File: src/verilog/crtro_pkg.sv
package crtro_pkg;

  // Clock and timing
  localparam int CLK_HZ = 100_000_000;
  localparam int OFF_TIME_US = 140;
  localparam int OFF_CYCLES = OFF_TIME_US * (CLK_HZ / 1_000_000);
  localparam int DOT_HOLD_CYCLES = 3;

  // Scan geometry
  localparam int COLS = 8;
  localparam int ROWS = 8;
  localparam int CHARS_PER_LINE = 40;
  localparam int LINES = 16;
  localparam int BLANK_COLS = 3;
  localparam int BLANK_ROWS = 1;
  localparam int SPECTRUM_MAX_LINES = 3;

  // Character word layout
  localparam int CHAR_W = 8;
  localparam int BLANK_BIT = 7;
  localparam int GLYPH_W = 64;

  // Control port layout
  localparam int CTRL_ENABLE_BIT = 0;
  localparam logic [7:0] CTRL_RESET = 8'h00;

  // LFSR seed for the interleave randomiser
  localparam logic [7:0] LFSR_SEED = 8'hA5;
  localparam logic [7:0] LFSR_TAPS = 8'hB8;

  typedef enum logic [1:0] {
    CRTRO_IDLE = 2'b00,
    CRTRO_OFF = 2'b01,
    CRTRO_RUN = 2'b11,
    CRTRO_DOT = 2'b10
  } crtro_state_e;

  // Scan position travelling together
  typedef struct packed {
    logic [3:0] line;
    logic [5:0] chr;
    logic [2:0] row;
    logic [2:0] col;
  } crtro_pos_s;

  // Beam drive outputs travelling together
  typedef struct packed {
    logic readoutOff;
    logic unblank;
    logic beamEnable;
    logic spectrumInhibit;
  } crtro_beam_s;

endpackage

File: src/verilog/crtro_off_timer.sv
`timescale 1ns/1ps
module crtro_off_timer #(
  parameter int CYCLES = 14000
) (
  input wire logic ref_clk,
  input wire logic rst,
  input wire logic start,
  input wire logic [3:0] jitter,
  output logic expired,
  output logic busy
);
  import crtro_pkg::*;

  logic [15:0] count;

  // Off interval count; a small random extension moves trace gaps
  always_ff @(posedge ref_clk) begin
    if (rst) begin
      count <= 16'h0000;
      busy <= 1'b0;
      expired <= 1'b0;
    end else if (start) begin
      count <= 16'(CYCLES) + 16'(jitter);
      busy <= 1'b1;
      expired <= 1'b0;
    end else if (busy && count <= 16'h0001) begin
      busy <= 1'b0;
      expired <= 1'b1;
    end else begin
      if (busy) begin
        count <= count - 16'h0001;
      end
      expired <= 1'b0;
    end
  end

endmodule

File: src/verilog/crtro_sequencer.sv
`timescale 1ns/1ps
module crtro_sequencer #(
  parameter int OFF_CNT = crtro_pkg::OFF_CYCLES,
  parameter int MAX_LINES = crtro_pkg::LINES
) (
  input wire logic ref_clk,
  input wire logic rst,
  input wire logic [3:0] addr,
  input wire logic [7:0] wrData,
  input wire logic wrStrobe,
  input wire logic rdStrobe,
  output logic [7:0] rdData,
  input wire logic [crtro_pkg::CHAR_W-1:0] charData,
  input wire logic [crtro_pkg::GLYPH_W-1:0] glyph,
  output crtro_pkg::crtro_pos_s scanPos,
  output crtro_pkg::crtro_beam_s beam,
  output logic char_gen_active
);
  import crtro_pkg::*;

  // Register map
  localparam logic [3:0] ADDR_CTRL = 4'h0;
  localparam logic [3:0] ADDR_LINES = 4'h1;
  localparam logic [3:0] ADDR_STATUS = 4'h2;
  localparam logic [3:0] ADDR_POSLO = 4'h3;

  // Software-visible settings
  logic readoutEnable;
  logic [3:0] lastLine;
  logic ctrlWrite;
  logic linesWrite;
  logic [7:0] rdWord;

  // Generator and scan state
  crtro_state_e state;
  crtro_pos_s pos;
  logic [1:0] holdCnt;
  logic holdLit;
  logic holdDone;

  // Off interval timer handshake and its random source
  logic [7:0] lfsr;
  logic timerStart;
  logic timerExpired;
  logic timerBusy;

  // Cell decode for the current scan position
  logic scan_advance;
  logic lastCell;
  logic dotLit;
  logic blankChar;
  logic [5:0] glyphIdx;

  // Pixel index within the 64-bit glyph; row-major
  function automatic logic [5:0] cellIndex(input logic [2:0] r,
                                            input logic [2:0] c);
    cellIndex = {r, c};
  endfunction

  // Dot only inside the visible 7x5 area of the cell
  function automatic logic visibleCell(input logic [2:0] r,
                                       input logic [2:0] c);
    visibleCell = (32'(r) >= BLANK_ROWS) && (32'(c) >= BLANK_COLS);
  endfunction

  // Bottom right cell closes the character scan
  function automatic logic isLastCell(input logic [2:0] r,
                                      input logic [2:0] c);
    isLastCell = (r == 3'(ROWS - 1)) && (c == 3'(COLS - 1));
  endfunction

  // Generator owns the beam in the run and dot-hold states
  function automatic logic isActive(input crtro_state_e s);
    isActive = (s == CRTRO_RUN) || (s == CRTRO_DOT);
  endfunction

  // Character index wraps after the last position of a line
  function automatic logic [5:0] nextChr(input logic [5:0] c);
    if (c == 6'(CHARS_PER_LINE - 1)) begin
      nextChr = 6'h00;
    end else begin
      nextChr = c + 6'h01;
    end
  endfunction

  // Line index wraps at the programmed last line or the hard limit
  function automatic logic [3:0] nextLine(input logic [3:0] l,
                                          input logic [3:0] last);
    if (l >= last || 32'(l) >= MAX_LINES - 1) begin
      nextLine = 4'h0;
    end else begin
      nextLine = l + 4'h1;
    end
  endfunction

  // More than three lines shown leaves no room for the trace
  function automatic logic tooManyLines(input logic [3:0] last);
    tooManyLines = 32'(last) + 1 > SPECTRUM_MAX_LINES;
  endfunction

  // One step of the Galois shift register
  function automatic logic [7:0] lfsrStep(input logic [7:0] s);
    lfsrStep = s[0] ? ((s >> 1) ^ LFSR_TAPS) : (s >> 1);
  endfunction

  assign glyphIdx = cellIndex(pos.row, pos.col);
  assign blankChar = charData[BLANK_BIT];
  assign dotLit = (state == CRTRO_RUN) && !blankChar &&
                  visibleCell(pos.row, pos.col) && glyph[glyphIdx];
  assign holdLit = (state == CRTRO_DOT) && (holdCnt != 2'h0);
  assign holdDone = (state == CRTRO_DOT) && (holdCnt == 2'h0);
  // Leaving a dot hold moves on one cell, so the same dot is not lit again
  assign scan_advance = ((state == CRTRO_RUN) && !dotLit) || holdDone;
  assign lastCell = isLastCell(pos.row, pos.col);

  // Write decode; unmapped addresses are ignored
  assign ctrlWrite = wrStrobe && (addr == ADDR_CTRL);
  assign linesWrite = wrStrobe && (addr == ADDR_LINES);

  // Readout enable; nothing is drawn until software sets it
  always_ff @(posedge ref_clk) begin
    if (rst) begin
      readoutEnable <= CTRL_RESET[CTRL_ENABLE_BIT];
    end else if (ctrlWrite) begin
      readoutEnable <= wrData[CTRL_ENABLE_BIT];
    end
  end

  // Last line shown; two lines after reset
  always_ff @(posedge ref_clk) begin
    if (rst) begin
      lastLine <= 4'h1;
    end else if (linesWrite) begin
      lastLine <= wrData[3:0];
    end
  end

  // Readback word for the addressed register; unmapped reads zero
  always_comb begin
    rdWord = 8'h00;
    unique case (addr)
      ADDR_CTRL: rdWord = {7'h00, readoutEnable};
      ADDR_LINES: rdWord = {4'h0, lastLine};
      ADDR_STATUS: rdWord = {4'h0, timerBusy, beam.spectrumInhibit, state};
      ADDR_POSLO: rdWord = {2'h0, pos.chr};
      default: rdWord = 8'h00;
    endcase
  end

  // Read data stands one cycle after the strobe and is zero otherwise
  always_ff @(posedge ref_clk) begin
    if (rst) begin
      rdData <= 8'h00;
    end else if (rdStrobe) begin
      rdData <= rdWord;
    end else begin
      rdData <= 8'h00;
    end
  end

  // Pseudorandom source for interleave jitter
  always_ff @(posedge ref_clk) begin
    if (rst) begin
      lfsr <= LFSR_SEED;
    end else begin
      lfsr <= lfsrStep(lfsr);
    end
  end

  // Off interval one-shot; restarted at the end of every character
  crtro_off_timer #(
    .CYCLES(OFF_CNT)
  ) offTimer (
    .ref_clk(ref_clk),
    .rst(rst),
    .start(timerStart),
    .jitter(lfsr[3:0]),
    .expired(timerExpired),
    .busy(timerBusy)
  );

  // Dot hold counter; loaded as a lit dot is met, then counts down
  always_ff @(posedge ref_clk) begin
    if (rst) begin
      holdCnt <= 2'h0;
    end else if (dotLit) begin
      holdCnt <= 2'(DOT_HOLD_CYCLES - 1);
    end else if (holdLit) begin
      holdCnt <= holdCnt - 2'h1;
    end
  end

  // Generator state; one character per active interval
  always_ff @(posedge ref_clk) begin
    if (rst) begin
      state <= CRTRO_IDLE;
      timerStart <= 1'b0;
    end else begin
      timerStart <= 1'b0;
      if (!readoutEnable) begin
        state <= CRTRO_IDLE;
      end else begin
        unique case (state)
          CRTRO_IDLE: begin
            state <= CRTRO_OFF;
            timerStart <= 1'b1;
          end
          CRTRO_OFF: begin
            if (timerExpired) begin
              state <= CRTRO_RUN;
            end
          end
          CRTRO_RUN: begin
            if (blankChar) begin
              // Blank characters skip straight back to row 0 col 0
              state <= CRTRO_OFF;
              timerStart <= 1'b1;
            end else if (dotLit) begin
              state <= CRTRO_DOT;
            end else if (lastCell) begin
              // Reaching the last cell wraps the scan to row 0 col 0
              state <= CRTRO_OFF;
              timerStart <= 1'b1;
            end
          end
          CRTRO_DOT: begin
            if (holdDone && lastCell) begin
              // A lit last cell still gets its full hold first
              state <= CRTRO_OFF;
              timerStart <= 1'b1;
            end else if (holdDone) begin
              state <= CRTRO_RUN;
            end
          end
        endcase
      end
    end
  end

  // Scan counters; the dot hold stops them
  always_ff @(posedge ref_clk) begin
    if (rst) begin
      pos <= '0;
    end else if (scan_advance) begin
      if (blankChar || lastCell) begin
        pos.row <= 3'h0;
        pos.col <= 3'h0;
        pos.chr <= nextChr(pos.chr);
        if (pos.chr == 6'(CHARS_PER_LINE - 1)) begin
          pos.line <= nextLine(pos.line, lastLine);
        end
      end else if (pos.col == 3'(COLS - 1)) begin
        pos.col <= 3'h0;
        pos.row <= pos.row + 3'h1;
      end else begin
        pos.col <= pos.col + 3'h1;
      end
    end
  end

  // Generator flag and scan position to the pins, both registered
  always_ff @(posedge ref_clk) begin
    if (rst) begin
      char_gen_active <= 1'b0;
      scanPos <= '0;
    end else begin
      char_gen_active <= isActive(state);
      scanPos <= pos;
    end
  end

  // Beam drive; registered so the deflection sees clean levels
  always_ff @(posedge ref_clk) begin
    if (rst) begin
      beam.readoutOff <= 1'b1;
      beam.unblank <= 1'b0;
      beam.beamEnable <= 1'b0;
      beam.spectrumInhibit <= 1'b0;
    end else begin
      beam.readoutOff <= !(isActive(state) && !blankChar);
      beam.unblank <= dotLit || holdLit;
      beam.beamEnable <= (dotLit || holdLit) && !blankChar;
      beam.spectrumInhibit <= readoutEnable && tooManyLines(lastLine);
    end
  end

endmodule

File: config.mk
export PLATFORM = sky130hd
export DESIGN_NAME = crtro_sequencer
export DESIGN_NICKNAME = d
export VERILOG_FILES = /design/src/verilog/crtro_pkg.sv /design/src/verilog/crtro_off_timer.sv /design/src/verilog/crtro_sequencer.sv
export SDC_FILE = /design/constraint.sdc
export NUM_CORES = 1
export LEC_CHECK = 0
export ABC_CLOCK_PERIOD_IN_PS = 3000
export BUFFER_PORTS_ARGS = -buffer_cell sky130_fd_sc_hd__buf_2
export CAP_MARGIN = 20
export CORE_UTILIZATION = 52
export DETAILED_ROUTE_END_ITERATION = 12
export PLACE_DENSITY_LB_ADDON = 0.05
export REMOVE_ABC_BUFFERS = 1
export SLEW_MARGIN = 10
export SYNTH_ARGS = -nofsm -noshare
export SYNTH_HDL_FRONTEND = slang
export SYNTH_HIERARCHICAL = 1
export SYNTH_SLANG_ARGS = --single-unit
File: constraint.sdc
create_clock -name ref_clk -period 3 [get_ports ref_clk]
set_clock_uncertainty 0.05 [all_clocks]
set_input_delay 0.15 -clock ref_clk [delete_from_list [all_inputs] [get_ports ref_clk]]
set_output_delay 0.15 -clock ref_clk [all_outputs]
set_load 0.1 [all_outputs]
==> metrics.yaml <==
status:
  outcome: "completed"
timing:
  slew_headroom_pct: 58.41
  setup_viol: 0
  fin_crit_sh_pct: 92.42
  min_period_ns: 2.773
  worst_slack_ns: 0.2273
  fmax_ghz: 0.3607
  rsz0062_at_grt: "false"
  hold_violations: 0
  slew_violations: 0
  tightest_slew_ns: 0.6238
  fin_hold_ws_ns: 0.08418
  tns_ns: 0
clocking:
  ctsResizeCount: 0
  clock_latency_ns: 0.35
  postCtsSetupRepairBufs: 0
  clockBufferDepth: 2
  holdBufCountCts: 4
  cts_tree: "done"
  clock-sinks: 79
  cts_buffers: 9
  clk_pin_slew_ns: 0.09
  cts_root_buffer: "clkbuf_8"
  htree_num_levels: 3
place:
  gp_congestion: 0.8044
  placed_cells: 624
  dp_hpwl_mm: 6.606
  dpl_cell_area_um2: 4674
  place.port_buffers: 103
  pre_cts_ws_ns: 0.1858
yosys:
  synth_common_cells: "dfxtp_1 (79), nor2_1 (47), mux2i_1 (25)"
  netlist_area_um2: 4078
  synth_edf_count: 0
  syn_inst: 432
  synth.most_common_cell: "dfxtp_1"
  synth_area_leaders: "dfxtp_1 (39%), mux2i_1 (6.1%), ha_1 (5.2%)"
  async_reset_ff_share_pct: 0
  yosys_warnings: 6
  synth_top_area_share_pct: 38.78
  synth-seq-area-share_pct: 38.78
  ys_ff_latch: 79
  synth_flop_cell: "dfxtp_1"
  ys_types: 66
  avgSynthCellArea_um2: 9.439
  synth_top_area_cell: "dfxtp_1"
setup_path:
  critPathCaptureType: "flop"
  critical_path_class: "flop to flop"
  critPathRequiredTime_ns: 3.19
  critPathArrivalTime_ns: 2.97
  cp-start-kind: "flop"
  worst-path-max-fanout: 10
job:
  drv.max_cap_violation_count: 0
layout:
  antenna_cells: 0
  layout-drive-gt1-share_pct: 28.44
  area_growth_pct: 20.65
  fill_cells: 683
  multiInputGateArea_um2: 2311
  final_area_um2: 4920
  seq_area_um2: 1582
  fin_cells: 644
  post-route-util_pct: 66.41
  nNetsFinal: 645
pwr:
  powerDensity_nw_per_um2: 413.0
  pwr-share-comb_pct: 7.7
  p_switching_mw: 0.4783
  p_total_mw: 2.032
  seqPwrFrac_pct: 52.6
  intPower_mw: 1.554
  vdd.ir_drop.worst_mv: 0.2326
  switching_share_pct: 23.54
  p_leak_nw: 2.128
  clockPowerShare_pct: 39.7
global_routing:
  grt_pass1_vias: 3452
  grt_first_pass_wirelength_mm: 15.29
  antenna_found_initial: 0
  grtUsageTotal_pct: 22.73
  grt_max_degree: 35
  grt_overflow: 0
floorplanning:
  fp.coreArea_um2: 7408
  dieArea_um2: 8200
  die_y_um: 90.56
  rows: 31
  start_util_pct: 55.04
  io_pins: 117
  die_w_um: 90.56
drt:
  firstDrtPassIters: 5
  routed_wl_mm: 8.810
  ant_nets: 0
  first_iter_violations: 143
  route.detailed.drc: 0
  dr_total_vias: 3503
  vias_per_cell: 5.439
  wl_per_cell_um: 13.68
hold_path:
  hold_path_class: "input pin to flop"
[routing by layer]
layer / vias to the layer above / share of wire (%) / GRT usage, %
met5: - / 0 / 0
met4: 0 / 1.7 / 8.065
met3: 13 / 3.5 / 5.387
met2: 68 / 49 / 38.83
met1: 1647 / 46 / 27.79
li1: 1775 / - / -
[power by group through the flow]
stage	logic, mW	clock network, mW	registers, mW
6_report	0.156	0.807	1.07
5_1_grt	0.172	0.879	1.07
4_1_cts	0.156	0.827	1.07
3_5_place_dp	0.151	0	1.09
3_3_place_gp	0.148	0	1.09
2_1_floorplan	0.0747	0	1.09
[layout by cell type (no fill, tap or decap), types with 3 or more instances in the layout]
cell type / netlist / layout
o21ai_0: 12 / 12
mux2_2: 10 / 10
xnor2_1: 13 / 13
clkbuf_8: 0 / 10
inv_1: 21 / 21
buf_2: 1 / 103
ha_1: 17 / 17
buf_4: 3 / 8
nand3_1: 11 / 11
nor2_1: 47 / 47
nor2b_1: 17 / 17
a2111oi_0: 3 / 3
and3_1: 3 / 3
or4_1: 6 / 6
mux4_2: 4 / 4
or3_1: 3 / 3
dfxtp_1: 79 / 79
a21oi_1: 22 / 22
mux4_1: 5 / 5
nand4_1: 3 / 3
nand2_1: 23 / 23
a211oi_1: 5 / 5
nor3_1: 5 / 5
nand2b_1: 9 / 9
or2_2: 6 / 6
dlygate4sd3_1: 0 / 4
and2_1: 6 / 6
a31oi_1: 6 / 6
mux2i_1: 25 / 25
a22oi_1: 8 / 8
[kinds of logic (layout without fill, tap and decap cells)]
kind of cell	count (synthesis)	count (layout)	synth area share, %
compound gates	80	80	13.23
xor+xnor	15	15	3.222
fa+ha+maj	17	17	5.216
buf+inv	41	153	4.633
flops	79	79	38.78
mux	44	44	14.33
other cells	1	2	0.09196
simple gates	155	155	20.50
[state kept, by name (all words and copies together) (netlist names)]
register and count:
pos 10, glyphIdx 6, holdCnt 2, lfsr 8
char_gen_active 1, offTimer/expired 1, beam 4, readoutEnable 1
scanPos 16, rdData 6, lastLine 4, timerStart 1
offTimer/busy 1, offTimer/count 16, state 2
[worst paths after layout]
check | from | to | slack (ns) | cells past startpoint
hold / removal | rdStrobe | rdData[3] | 0.08 | 3
hold reg to reg | lfsr[7] | lfsr[6] | 0.40 | 1
setup reg to reg | glyphIdx[0] | pos[12] | 0.23 | 8
setup / recovery | glyphIdx[0] | pos[12] | 0.23 | 8
[critical path: stages (launching register included)]
cell     delay [ns]
dfxtp_1        0.33
buf_4          0.19
mux4_1         0.57
mux2i_1        0.15
mux2i_1        0.09
a211o_1        0.34
a21oi_1        0.30
and2_1         0.29
mux2_2         0.35
[area by class of cell]
class | count | share of cell area [%]
well taps | 99 | 2.518
clock buffers | 11 | 2.874
flip-flops and latches | 79 | 32.15
multi-input cells | 313 | 46.97
repair buffers | 115 | 12.51
clock inverters | 5 | 1.297
inverters | 22 | 1.679
Note: power is estimated with default switching activity, not from simulation.
